<file path="src/wuti_pkg.sv">
// constants shared by the wake, usb-limit and thermal interrupt block
package wuti_pkg;
    // ======================================================================
    // register indices (byte address is four times the index)
    localparam logic [9:0] IDX_STATUS_TWO = 10'h01a;
    localparam logic [9:0] IDX_WAKE_STATUS = 10'h01f;
    localparam logic [9:0] IDX_MASK_TWO = 10'h022;
    localparam logic [9:0] IDX_WAKE_MASK = 10'h027;
    localparam logic [9:0] IDX_EVENT_STATUS = 10'h040;
    localparam logic [9:0] IDX_EVENT_MASK = 10'h041;
    localparam logic [9:0] IDX_HOLD_TIME = 10'h042;

    // ======================================================================
    // field positions
    localparam int BIT_CURRENT_LIMIT = 10;
    localparam int BIT_THERMAL_WARNING = 2;
    localparam int BIT_THERMAL_SHUTDOWN = 1;
    localparam int BIT_FROM_OFF = 6;
    localparam int BIT_FROM_SLEEP = 5;
    localparam int BIT_CONVERTER_FAULT = 4;
    localparam int BIT_HEARTBEAT_MISS = 3;
    localparam int BIT_POWER_PIN_HOLD = 2;
    localparam int BIT_KEY_HOLD = 1;
    localparam int BIT_WAKE_PIN_HOLD = 0;
    localparam int BIT_EVT_USB = 0;
    localparam int BIT_EVT_WAKE = 1;
    localparam int BIT_EVT_SYSTEM = 2;

    // ======================================================================
    // writable field masks and reset values
    localparam logic [15:0] MASK_TWO_BITS = 16'h0406;
    localparam logic [15:0] WAKE_BITS = 16'h007f;
    localparam logic [15:0] MASK_RESET = 16'h0000;
    localparam logic [2:0] EVENT_MASK_RESET = 3'h0;
    localparam logic [7:0] HOLD_TIME_RESET = 8'h0a;

    // ======================================================================
    // timing: hold time is counted in milliseconds
    localparam int CLOCK_HZ = 50000000;
    localparam int HOLD_UNIT_US = 1000;
    localparam int HOLD_UNIT_CYCLES = CLOCK_HZ / 1000000 * HOLD_UNIT_US;

    // ======================================================================
    // synchronised input positions
    localparam int IN_USB_LIMIT = 0;
    localparam int IN_FROM_OFF = 1;
    localparam int IN_FROM_SLEEP = 2;
    localparam int IN_CONV_FAULT = 3;
    localparam int IN_HEARTBEAT = 4;
    localparam int IN_POWER_PIN = 5;
    localparam int IN_KEY = 6;
    localparam int IN_WAKE_PIN = 7;
    localparam int IN_TEMP_WARN = 8;
    localparam int IN_TEMP_SHUT = 9;
    localparam int IN_TEMP_COOL = 10;
    localparam int IN_COUNT = 11;
endpackage

</file>
<file path="src/wuti_hold_detect.sv">
// hold detector: reports a pin held longer than the programmed time
module wuti_hold_detect
    import wuti_pkg::*;
(
    // clock and reset
    input wire logic hclk,
    input wire logic hresetn,
    // timebase and limit
    input wire logic tick,
    input wire logic [7:0] limit,
    // pin and result
    input wire logic pin,
    output logic held
);
    logic [8:0] count;

    // count whole time units while asserted; saturate so a long press stays held
    always_ff @(posedge hclk or negedge hresetn) begin
        if (!hresetn) begin
            count <= 9'h000;
        end else if (!pin) begin
            count <= 9'h000;
        end else if (tick && count != 9'h1ff) begin
            count <= count + 9'h001;
        end
    end

    always_ff @(posedge hclk or negedge hresetn) begin
        if (!hresetn) begin
            held <= 1'b0;
        end else begin
            held <= pin && (count > {1'b0, limit});
        end
    end
endmodule

</file>
<file path="src/wuti_irq_top.sv">
// second-level usb-limit, wake-cause and thermal interrupt block on ahb-lite
module wuti_irq_top
    import wuti_pkg::*;
#(
    parameter int HOLD_UNIT_CYCLES_P = HOLD_UNIT_CYCLES
)
(
    // clock and reset
    input wire logic hclk,
    input wire logic hresetn,
    // ahb-lite slave
    input wire logic hsel,
    input wire logic [31:0] haddr,
    input wire logic [1:0] htrans,
    input wire logic hwrite,
    input wire logic [2:0] hsize,
    input wire logic [31:0] hwdata,
    input wire logic hready,
    output logic [31:0] hrdata,
    output logic hreadyout,
    output logic hresp,
    // event sources, asynchronous levels
    input wire logic usb_limit_in,
    input wire logic from_off_in,
    input wire logic from_sleep_in,
    input wire logic converter_fault_in,
    input wire logic heartbeat_miss_in,
    input wire logic power_request_pin,
    input wire logic key_pin,
    input wire logic wake_pin,
    input wire logic temp_warning_in,
    input wire logic temp_shutdown_in,
    input wire logic temp_cool_in,
    // first-level interrupts and control
    output logic usb_irq,
    output logic wake_cause_irq,
    output logic system_irq,
    output logic irq,
    output logic thermal_shutdown
);
    // ======================================================================
    // decode
    typedef enum logic [2:0] {
        WUTI_REG_NONE, WUTI_REG_STATUS_TWO, WUTI_REG_WAKE_STATUS, WUTI_REG_MASK_TWO,
        WUTI_REG_WAKE_MASK, WUTI_REG_EVENT_STATUS, WUTI_REG_EVENT_MASK, WUTI_REG_HOLD_TIME
    } wuti_reg_e;

    function automatic wuti_reg_e wuti_decode(input logic [31:0] addr);
        wuti_reg_e r;
        r = WUTI_REG_NONE;
        if (addr[31:12] == 20'h00000 && addr[1:0] == 2'b00) begin
            case (addr[11:2])
                IDX_STATUS_TWO: r = WUTI_REG_STATUS_TWO;
                IDX_WAKE_STATUS: r = WUTI_REG_WAKE_STATUS;
                IDX_MASK_TWO: r = WUTI_REG_MASK_TWO;
                IDX_WAKE_MASK: r = WUTI_REG_WAKE_MASK;
                IDX_EVENT_STATUS: r = WUTI_REG_EVENT_STATUS;
                IDX_EVENT_MASK: r = WUTI_REG_EVENT_MASK;
                IDX_HOLD_TIME: r = WUTI_REG_HOLD_TIME;
                default: r = WUTI_REG_NONE;
            endcase
        end
        return r;
    endfunction

    // ======================================================================
    // registers
    logic [15:0] status_two;
    logic [15:0] wake_status;
    logic [15:0] mask_two;
    logic [15:0] wake_mask;
    logic [2:0] event_status;
    logic [2:0] event_mask;
    logic [7:0] hold_time;

    // ======================================================================
    // input synchronisers: stage one is read only by stage two
    logic [IN_COUNT-1:0] sync_a;
    logic [IN_COUNT-1:0] sync_b;
    logic [IN_COUNT-1:0] raw_in;
    assign raw_in = {temp_cool_in, temp_shutdown_in, temp_warning_in, wake_pin, key_pin,
                     power_request_pin, heartbeat_miss_in, converter_fault_in, from_sleep_in,
                     from_off_in, usb_limit_in};

    always_ff @(posedge hclk or negedge hresetn) begin
        if (!hresetn) begin
            sync_a <= '0;
            sync_b <= '0;
        end else begin
            sync_a <= raw_in;
            sync_b <= sync_a;
        end
    end

    // ======================================================================
    // hold timers on a millisecond enable
    logic [31:0] div_count;
    logic tick;

    always_ff @(posedge hclk or negedge hresetn) begin
        if (!hresetn) begin
            div_count <= 32'h00000000;
            tick <= 1'b0;
        end else if (div_count >= 32'(HOLD_UNIT_CYCLES_P - 1)) begin
            div_count <= 32'h00000000;
            tick <= 1'b1;
        end else begin
            div_count <= div_count + 32'h00000001;
            tick <= 1'b0;
        end
    end

    logic [2:0] hold_pin;
    logic [2:0] hold_seen;
    assign hold_pin = {sync_b[IN_POWER_PIN], sync_b[IN_KEY], sync_b[IN_WAKE_PIN]};

    genvar g;
    generate
        for (g = 0; g < 3; g++) begin : g_hold
            wuti_hold_detect u_hold (
                .hclk(hclk),
                .hresetn(hresetn),
                .tick(tick),
                .limit(hold_time),
                .pin(hold_pin[g]),
                .held(hold_seen[g])
            );
        end
    endgenerate

    // ======================================================================
    // source levels and rising-edge detection
    // previous levels reset low, so a cause still asserted as reset releases
    // is caught as an edge and recorded once
    logic [15:0] level_two;
    logic [15:0] level_wake;
    logic [15:0] prev_two;
    logic [15:0] prev_wake;
    logic [15:0] rise_two;
    logic [15:0] rise_wake;

    always_comb begin
        level_two = 16'h0000;
        level_two[BIT_CURRENT_LIMIT] = sync_b[IN_USB_LIMIT];
        level_two[BIT_THERMAL_WARNING] = sync_b[IN_TEMP_WARN];
        level_two[BIT_THERMAL_SHUTDOWN] = sync_b[IN_TEMP_SHUT];
        level_wake = 16'h0000;
        level_wake[BIT_FROM_OFF] = sync_b[IN_FROM_OFF];
        level_wake[BIT_FROM_SLEEP] = sync_b[IN_FROM_SLEEP];
        level_wake[BIT_CONVERTER_FAULT] = sync_b[IN_CONV_FAULT];
        level_wake[BIT_HEARTBEAT_MISS] = sync_b[IN_HEARTBEAT];
        level_wake[BIT_POWER_PIN_HOLD] = hold_seen[2];
        level_wake[BIT_KEY_HOLD] = hold_seen[1];
        level_wake[BIT_WAKE_PIN_HOLD] = hold_seen[0];
    end

    always_ff @(posedge hclk or negedge hresetn) begin
        if (!hresetn) begin
            prev_two <= 16'h0000;
            prev_wake <= 16'h0000;
        end else begin
            prev_two <= level_two;
            prev_wake <= level_wake;
        end
    end

    assign rise_two = level_two & ~prev_two;
    assign rise_wake = level_wake & ~prev_wake;

    // ======================================================================
    // ahb-lite: zero wait states, read data captured at the address phase
    logic access;
    wuti_reg_e acc_reg;
    logic wr_pending;
    wuti_reg_e wr_reg;
    logic rd_two;
    logic rd_wake;
    logic [31:0] next_rdata;

    assign access = hsel && hready && htrans[1];
    assign acc_reg = wuti_decode(haddr);
    assign rd_two = access && !hwrite && acc_reg == WUTI_REG_STATUS_TWO;
    assign rd_wake = access && !hwrite && acc_reg == WUTI_REG_WAKE_STATUS;

    always_comb begin
        next_rdata = 32'h00000000;
        case (acc_reg)
            WUTI_REG_STATUS_TWO: next_rdata = {16'h0000, status_two};
            WUTI_REG_WAKE_STATUS: next_rdata = {16'h0000, wake_status};
            WUTI_REG_MASK_TWO: next_rdata = {16'h0000, mask_two};
            WUTI_REG_WAKE_MASK: next_rdata = {16'h0000, wake_mask};
            WUTI_REG_EVENT_STATUS: next_rdata = {29'h0, event_status};
            WUTI_REG_EVENT_MASK: next_rdata = {29'h0, event_mask};
            WUTI_REG_HOLD_TIME: next_rdata = {24'h000000, hold_time};
            default: next_rdata = 32'h00000000;
        endcase
    end

    always_ff @(posedge hclk or negedge hresetn) begin
        if (!hresetn) begin
            hrdata <= 32'h00000000;
        end else if (access && !hwrite) begin
            hrdata <= next_rdata;
        end
    end

    // ready is held low in reset so a master cannot start a transfer
    // while reset still holds the flags and masks at their reset values
    always_ff @(posedge hclk or negedge hresetn) begin
        if (!hresetn) begin
            hreadyout <= 1'b0;
            hresp <= 1'b0;
        end else begin
            hreadyout <= 1'b1;
            hresp <= 1'b0;
        end
    end

    always_ff @(posedge hclk or negedge hresetn) begin
        if (!hresetn) begin
            wr_pending <= 1'b0;
            wr_reg <= WUTI_REG_NONE;
        end else if (hready) begin
            wr_pending <= access && hwrite;
            wr_reg <= acc_reg;
        end
    end

    // ======================================================================
    // status flags: a new edge wins over the clear of a read in the same cycle
    always_ff @(posedge hclk or negedge hresetn) begin
        if (!hresetn) begin
            status_two <= 16'h0000;
        end else begin
            status_two <= ((status_two & ~(rd_two ? status_two : 16'h0000))
                          | rise_two) & MASK_TWO_BITS;
        end
    end

    always_ff @(posedge hclk or negedge hresetn) begin
        if (!hresetn) begin
            wake_status <= 16'h0000;
        end else begin
            wake_status <= ((wake_status & ~(rd_wake ? wake_status : 16'h0000))
                           | rise_wake) & WAKE_BITS;
        end
    end

    // ======================================================================
    // writable registers
    // unused mask positions are cut off on write and read back as zero
    always_ff @(posedge hclk or negedge hresetn) begin
        if (!hresetn) begin
            mask_two <= MASK_RESET;
            wake_mask <= MASK_RESET;
            event_mask <= EVENT_MASK_RESET;
            hold_time <= HOLD_TIME_RESET;
        end else if (wr_pending) begin
            case (wr_reg)
                WUTI_REG_MASK_TWO: mask_two <= hwdata[15:0] & MASK_TWO_BITS;
                WUTI_REG_WAKE_MASK: wake_mask <= hwdata[15:0] & WAKE_BITS;
                WUTI_REG_EVENT_MASK: event_mask <= hwdata[2:0];
                WUTI_REG_HOLD_TIME: hold_time <= hwdata[7:0];
                default: ;
            endcase
        end
    end

    // ======================================================================
    // first-level interrupts: a mask bit of one blocks its flag
    logic next_usb_irq;
    logic next_wake_irq;
    logic next_system_irq;
    logic [2:0] first_level;
    logic [2:0] prev_first;
    logic [2:0] evt_rise;
    logic [2:0] evt_clear;

    assign next_usb_irq = status_two[BIT_CURRENT_LIMIT] & ~mask_two[BIT_CURRENT_LIMIT];
    assign next_wake_irq = |(wake_status[6:0] & ~wake_mask[6:0]);
    assign next_system_irq = |(status_two[2:1] & ~mask_two[2:1]);

    always_ff @(posedge hclk or negedge hresetn) begin
        if (!hresetn) begin
            usb_irq <= 1'b0;
            wake_cause_irq <= 1'b0;
            system_irq <= 1'b0;
        end else begin
            usb_irq <= next_usb_irq;
            wake_cause_irq <= next_wake_irq;
            system_irq <= next_system_irq;
        end
    end

    // event register records each new first-level assertion; write one to clear
    assign first_level = {system_irq, wake_cause_irq, usb_irq};
    assign evt_rise = first_level & ~prev_first;
    assign evt_clear = (wr_pending && wr_reg == WUTI_REG_EVENT_STATUS) ? hwdata[2:0] : 3'h0;

    always_ff @(posedge hclk or negedge hresetn) begin
        if (!hresetn) begin
            prev_first <= 3'h0;
            event_status <= 3'h0;
            irq <= 1'b0;
        end else begin
            prev_first <= first_level;
            event_status <= (event_status & ~evt_clear) | evt_rise;
            irq <= |(event_status & ~event_mask);
        end
    end

    // ======================================================================
    // thermal shutdown: latched on the edge, released only when cool
    always_ff @(posedge hclk or negedge hresetn) begin
        if (!hresetn) begin
            thermal_shutdown <= 1'b0;
        end else if (rise_two[BIT_THERMAL_SHUTDOWN]) begin
            thermal_shutdown <= 1'b1;
        end else if (sync_b[IN_TEMP_COOL] && !sync_b[IN_TEMP_SHUT]) begin
            thermal_shutdown <= 1'b0;
        end
    end
endmodule

</file>
<file path="config.mk">
export PLATFORM = sky130hd
export DESIGN_NAME = wuti_irq_top
export DESIGN_NICKNAME = d
export VERILOG_FILES = /design/src/wuti_pkg.sv /design/src/wuti_hold_detect.sv /design/src/wuti_irq_top.sv
export SDC_FILE = /design/constraint.sdc
export NUM_CORES = 1
export LEC_CHECK = 0
export BUFFER_PORTS_ARGS = -buffer_cell sky130_fd_sc_hd__buf_2
export CAP_MARGIN = 10
export CORE_MARGIN = 10
export CORE_UTILIZATION = 35
export DETAILED_ROUTE_END_ITERATION = 12
export SYNTH_ARGS = -nofsm -noshare
export SYNTH_HDL_FRONTEND = slang
export SYNTH_SLANG_ARGS = --single-unit
export TNS_END_PERCENT = 5
</file>
<file path="constraint.sdc">
create_clock -name hclk -period 3.2 [get_ports hclk]
set_clock_uncertainty 0.1 [all_clocks]
set_input_delay 0.64 -clock hclk [delete_from_list [all_inputs] [get_ports hclk]]
set_output_delay 0.64 -clock hclk [all_outputs]
set_load 0.01 [all_outputs]
</file>
==> results of run 1 <==
synthesized netlist by cell type (all sizes together) (2+ instances only):
cell / number / area share
and2: 18 / 0.016
o2bb2ai: 2 / 0.0026
mux2i: 9 / 0.013
nand2: 56 / 0.031
inv: 38 / 0.021
xor2: 8 / 0.010
and4: 3 / 0.0038
buf: 26 / 0.028
nor3b: 4 / 0.0044
nor2b: 15 / 0.014
a22o: 2 / 0.0026
a21oi: 10 / 0.0089
or3: 7 / 0.0064
nor3: 3 / 0.0022
or4: 3 / 0.0033
ha: 31 / 0.056
nor2: 27 / 0.015
mux2: 22 / 0.036
nand4: 20 / 0.018
clkbuf: 10 / 0.0055
a21boi: 4 / 0.0044
a31oi: 3 / 0.0027
and3: 9 / 0.0082
xnor2: 23 / 0.029
o31ai: 2 / 0.0022
nand4b: 5 / 0.0064
a221oi: 2 / 0.0026
a21o: 3 / 0.0033
dfrtp: 149 / 0.54
dfstp: 2 / 0.0077
conb: 2 / 0.0011
nand2b: 9 / 0.0082
a22oi: 9 / 0.0098
nand3: 10 / 0.0073
o22ai: 3 / 0.0027
o21ai: 45 / 0.033
nor4: 14 / 0.016
metrics by stage:
stage                     instances  setup WS (ns)  instance area [um^2]  hold slack, ns
after floorplan                 659          0.509                  7010           0.231
after global placement          969          0.260                  7560           0.233
after detailed placement        969          0.231                  7560           0.235
after CTS                      1001          0.679                  8170           0.113
after global routing           1001          0.456                  8170           0.132
final                          1001          0.663                  8170          0.0966
power groups by stage:
stage | logic [mW] | registers (mW) | clock network [mW]
finish | 0.216 | 2.00 | 2.03
global route | 0.250 | 2.01 | 2.19
global placement | 0.215 | 2.03 | 0
floorplan | 0.128 | 2.02 | 0
CTS | 0.221 | 2.00 | 2.09
detailed placement | 0.218 | 2.04 | 0
layout make-up:
type / instances / share of cell area
tap: 265 / 0.0406
multi-input combinational: 434 / 0.350
clock inverter: 13 / 0.0198
sequential: 151 / 0.463
timing repair buffer: 81 / 0.0547
inverter: 38 / 0.0175
clock buffer: 19 / 0.0542
metal layers:
| metal | share of wire | global-route usage |
|---|---|---|
| met5 | 0 | 0 |
| met1 | 0.45 | 0.144 |
| met2 | 0.49 | 0.190 |
| met3 | 0.048 | 0.0303 |
| met4 | 0.013 | 0.0426 |
path summary, 6_finish.rpt:
kind | from | endpoint | depth (start not counted)
worst max-delay path | haddr[7] | hrdata[1] | 7
worst min-delay path | hresetn | hreadyout | 1
worst max register to register | g_hold[1].u_hold.count[1] | g_hold[1].u_hold.count[5] | 8
worst min register to register | sync_a[6] | sync_b[6] | 0
max in group asynchronous | hresetn | div_count[31] | 2
min in group hclk | converter_fault_in | sync_a[3] | 1
cells by family (layout without fill, tap and decap cells):
family / Yosys count / count (layout)
AOI/OAI and AO/OA: 95 / 95
xor gates and xnor gates: 31 / 31
adders and majority gates: 31 / 31
buffers and inverters: 74 / 151
DFF: 151 / 151
muxes: 31 / 31
other: 2 / 41
and+or+nand+nor: 205 / 205
worst max-delay path, delay by kind of cell:
| family | cells | cell delay [ns] |
|---|---|---|
| AND/OR/NAND/NOR | 2 | 0.91 |
| buffers and inverters | 1 | 0.14 |
| AO/OA/AOI/OAI | 4 | 1.05 |
==> results.py, run 1 <==
metrics = {
    "outcome": {
        "status": "completed",
    },
    "power_and_ir_drop": {
        "power_mw": 4.25,
        "pwr-share-seq": 0.471,
        "p_leak_nw": 3.89,
        "power.share.clock": 0.478,
        "switching_share": 0.235,
        "pwr-share-comb": 0.051,
        "power.density_nw_per_um2": 520,
        "p_int_mw": 3.25,
        "ir_drop_mv": 0.375,
        "p_switching_mw": 1.00,
    },
    "drt": {
        "routed_wl_um": 14400,
        "vias_per_cell": 4.71,
        "wl_per_cell_um": 14.4,
        "drt_iter0_drc": 213,
        "antenna_left": 0,
        "vias": 4716,
        "drc": 0,
        "firstDrtPassIters": 4,
    },
    "critical_path": {
        "r2r_setup_slack_ns": 0.87,
        "path_class": "in2reg",
        "cp_max_fo": 12,
        "required_ns": 3.40,
        "crit_slowest_cell": "or4_1",
        "crit_path_end_kind": "flip-flop",
        "path_cells": "buf_2, or4_1, o31a_1, and4_1, a22o_1, a221oi_1, o21ai_1",
        "critical_path.max_stage_delay_ns": 0.58,
        "crit_arrival_ns": 2.74,
        "crit_path_start_kind": "primary input",
    },
    "synth": {
        "synth_mux_area_frac": 0.0492,
        "synth.ff_latch_count": 151,
        "syn_area_um2": 6870,
        "synth.avg_cell_area_um2": 11.1,
        "synthSimpleGateAreaFrac": 0.162,
        "synth_compound_area_frac": 0.0876,
        "synth_top_family_by_area": "simple AND/OR/NAND/NOR gates",
        "synth_seq_area_share": 0.551,
        "ys_dominant_reg_cell": "dfrtp_1",
        "syn_inst": 620,
        "synth_edf_count": 0,
        "async_flop_share": 1.00,
        "synth_fa_ha_area_frac": 0.0565,
        "ys_types": 55,
        "yosys_warnings": 0,
        "synth_xor_area_frac": 0.0395,
    },
    "sta": {
        "hold_violations": 0,
        "setup_viol": 0,
        "worst_slew_pin_slew_ns": 0.741,
        "maxSlewViolCount": 0,
        "setup_tns_ns": 0,
        "finalCritPeriodShare": 0.793,
        "relSlewSlack": 0.502,
        "fmax_mhz": 394,
        "rsz0062_at_grt": "false",
        "finalCriticalPeriod_ns": 2.54,
    },
    "finish": {
        "multiInputGateArea_um2": 2860,
        "drive_gt1_frac": 0.192,
        "largest_reg_flops": 32,
        "n_fill_cell": 1965,
        "finish.utilization": 0.421,
        "reg_top3": "div_count (32), g_hold.u_hold.count (27)",
        "mostFrequentLayoutCells": "dfrtp_1 (149), buf_2 (71), nand2_1 (56)",
        "final_nets": 839,
        "syn2layout_area_growth_pct": 19.0,
        "register_area_um2": 3780,
        "top_register": "div_count",
        "antenna_cells": 0,
        "final_common_cell": "dfrtp_1",
    },
    "cts": {
        "cts_setup_buffers": 0,
        "ctsHtreeMaxLevel": 4,
        "cts_root_buf": "clkbuf_16",
        "clkSinkCount": 151,
        "cts_buffers": 17,
        "insertion_delay_ns": 0.42,
        "postCtsResizedCells": 0,
        "clk_pin_slew_ns": 0.07,
        "hold_buffers": 0,
        "cts_max_path_buffers": 2,
        "cts_tree": "built",
    },
    "grt": {
        "antenna_found_initial": 0,
        "grt_pass1_vias": 4762,
        "grt_pass1_wl_um": 24300,
        "grt_use_total": 0.116,
        "grt_overflow": 0,
        "grt_max_degree": 68,
    },
    "floorplan": {
        "die_h_um": 160,
        "die_w_um": 160,
        "start_util": 0.354,
        "dieArea_um2": 25600,
        "fp-row-count": 51,
        "core-area_um2": 19400,
        "io_pins": 124,
    },
    "placed_design": {
        "place_congestion": 0.815,
        "port_buffers": 72,
        "place_hpwl_um": 10700,
    },
    "run": {
        "maxCapViolCount": 0,
    },
    "hold_path": {
        "hold_path.class": "in2async",
    },
}
(Power assumes the default switching activity.)
==> run 2, diff against run 1 <==
==> constraint.sdc (replaced) <==
create_clock -name hclk -period 2.5 [get_ports hclk]
set_clock_uncertainty 0.1 [all_clocks]
set_input_delay 0.5 -clock hclk [delete_from_list [all_inputs] [get_ports hclk]]
set_output_delay 0.5 -clock hclk [all_outputs]
set_load 0.01 [all_outputs]
==> results.py, run 2 (synthesis results as in run 1) <==
metrics = {
    "drt": {
        "vias_per_cell": 4.65,
        "antenna_left": 0,
        "vias": 4736,
        "firstDrtPassIters": 4,
        "wl_per_cell_um": 14.5,
        "drc": 0,
        "routed_wl_um": 14800,
        "drt_iter0_drc": 327,
    },
    "floorplan": {
        "die_h_um": 160,
        "core-area_um2": 19400,
        "fp-row-count": 51,
        "die_w_um": 160,
        "dieArea_um2": 25600,
        "start_util": 0.354,
        "io_pins": 124,
    },
    "cts": {
        "cts_buffers": 17,
        "clkSinkCount": 151,
        "insertion_delay_ns": 0.43,
        "cts_setup_buffers": 0,
        "cts_tree": "built",
        "clk_pin_slew_ns": 0.07,
        "cts_max_path_buffers": 2,
        "cts_root_buf": "clkbuf_16",
        "ctsHtreeMaxLevel": 4,
    },
    "power_and_ir_drop": {
        "ir_drop_mv": 0.409,
        "power.density_nw_per_um2": 662,
        "p_leak_nw": 3.99,
    },
    "outcome": {
        "status": "completed",
    },
    "critical_path": {
        "required_ns": 2.75,
        "crit_path_end_kind": "flip-flop",
        "path_class": "in2reg",
        "crit_arrival_ns": 2.53,
        "crit_path_start_kind": "primary input",
        "cp_max_fo": 9,
    },
    "sta": {
        "hold_violations": 0,
        "finalCriticalPeriod_ns": 2.29,
        "maxSlewViolCount": 0,
        "relSlewSlack": 0.583,
        "finalCritPeriodShare": 0.914,
        "worst_slew_pin_slew_ns": 0.625,
        "rsz0062_at_grt": "false",
        "holdWs_ns": 0.0706,
        "fmax_mhz": 438,
        "setup_slack_ns": 0.215,
        "setup_viol": 0,
    },
    "finish": {
        "mostFrequentLayoutCells": "dfrtp_1 (149), buf_2 (71), nand2_1 (56)",
        "antenna_cells": 0,
        "drive_gt1_frac": 0.211,
        "final_common_cell": "dfrtp_1",
        "final_nets": 856,
        "syn2layout_area_growth_pct": 21.5,
        "reg_top3": "div_count (32), g_hold.u_hold.count (27)",
        "top_register": "div_count",
        "largest_reg_flops": 32,
        "finish.utilization": 0.430,
    },
    "grt": {
        "grt_max_degree": 66,
        "grt_pass1_wl_um": 24700,
        "grt_pass1_vias": 4850,
        "antenna_found_initial": 1,
        "grt_use_total": 0.119,
        "grt_overflow": 0,
    },
    "placed_design": {
        "place_hpwl_um": 11100,
        "pre_cts_ws_ns": -0.225,
        "place_congestion": 0.884,
        "port_buffers": 72,
    },
    "run": {
        "maxCapViolCount": 0,
    },
    "hold_path": {
        "hold_path.class": "in2reg",
    },
}
run 2: cell count changes in the layout (fill, tap and decap cells not counted), sizes merged:
cell and change:
clkinv +2, clkbuf -2, clkinvlp -2, inv +2, buf +16, dlygate4sd3 +1
run 2: path summary, 6_finish.rpt:
path / start / end / slack, ns / cells past startpoint
min reg2reg: sync_a[5] / sync_b[5] / 0.25 / 0
min in group asynchronous: hresetn / g_hold[1].u_hold.held / 0.54 / 2
max in group asynchronous: hresetn / div_count[5] / 1.05 / 3
min: temp_cool_in / sync_a[10] / 0.07 / 1
max reg2reg: g_hold[1].u_hold.count[1] / g_hold[1].u_hold.count[5] / 0.28 / 8
max: haddr[7] / hrdata[5] / 0.21 / 8
run 2: stage by stage:
| stage | area (um^2) | TNS, ns | total power [mW] | std cells |
|---|---|---|---|---|
| after global routing | 8340 | 0 | 5.75 | 1018 |
| final | 8340 | 0 | 5.52 | 1018 |
| after global placement | 7700 | -2.04 | 2.89 | 985 |
| after detailed placement | 7700 | -2.17 | 2.89 | 985 |
| after CTS | 8340 | 0 | 5.60 | 1018 |
| after floorplan | 7010 | 0 | 2.75 | 659 |
run 2: power breakdown:
| part | internal, mW | switching, mW | leakage (nW) |
|---|---|---|---|
| sequential | 2.51 | 0.0474 | 1.85 |
| clock | 1.53 | 1.14 | 0.308 |
| combinational | 0.116 | 0.170 | 1.84 |
run 2: cell type report:
class                           count  area, um^2
Timing Repair Buffer               98         589
Tap cell                          265         332
Multi-Input combinational cell    434        2870
Fill cell                        1902       11100
Clock buffer                       17         425
Inverter                           38         143
Clock inverter                     15         204
Sequential cell                   151        3780
run 2: layer usage:
layer	routed length (um)	part of all wire	GRT usage	vias up
met5	16	0.0011	0	-
met4	276	0.019	0.0492	2
met3	742	0.050	0.0347	20
met2	7010	0.47	0.191	107
met1	6760	0.46	0.146	2254
li1	-	-	-	2353
run 2: critical path: stages:
cell and delay (ns):
buf_2 0.10, or4_1 0.58, or2_2 0.33, a21oi_4 0.17, buf_4 0.18, inv_1 0.06
a311o_1 0.41, o21ai_0 0.20
run 2: repair_timing:
action,CTS,global route
setup endpoints to repair,0,4
endpoints found under the hold margin,60,0
hold buffers,1,0
gates resized for setup,0,1
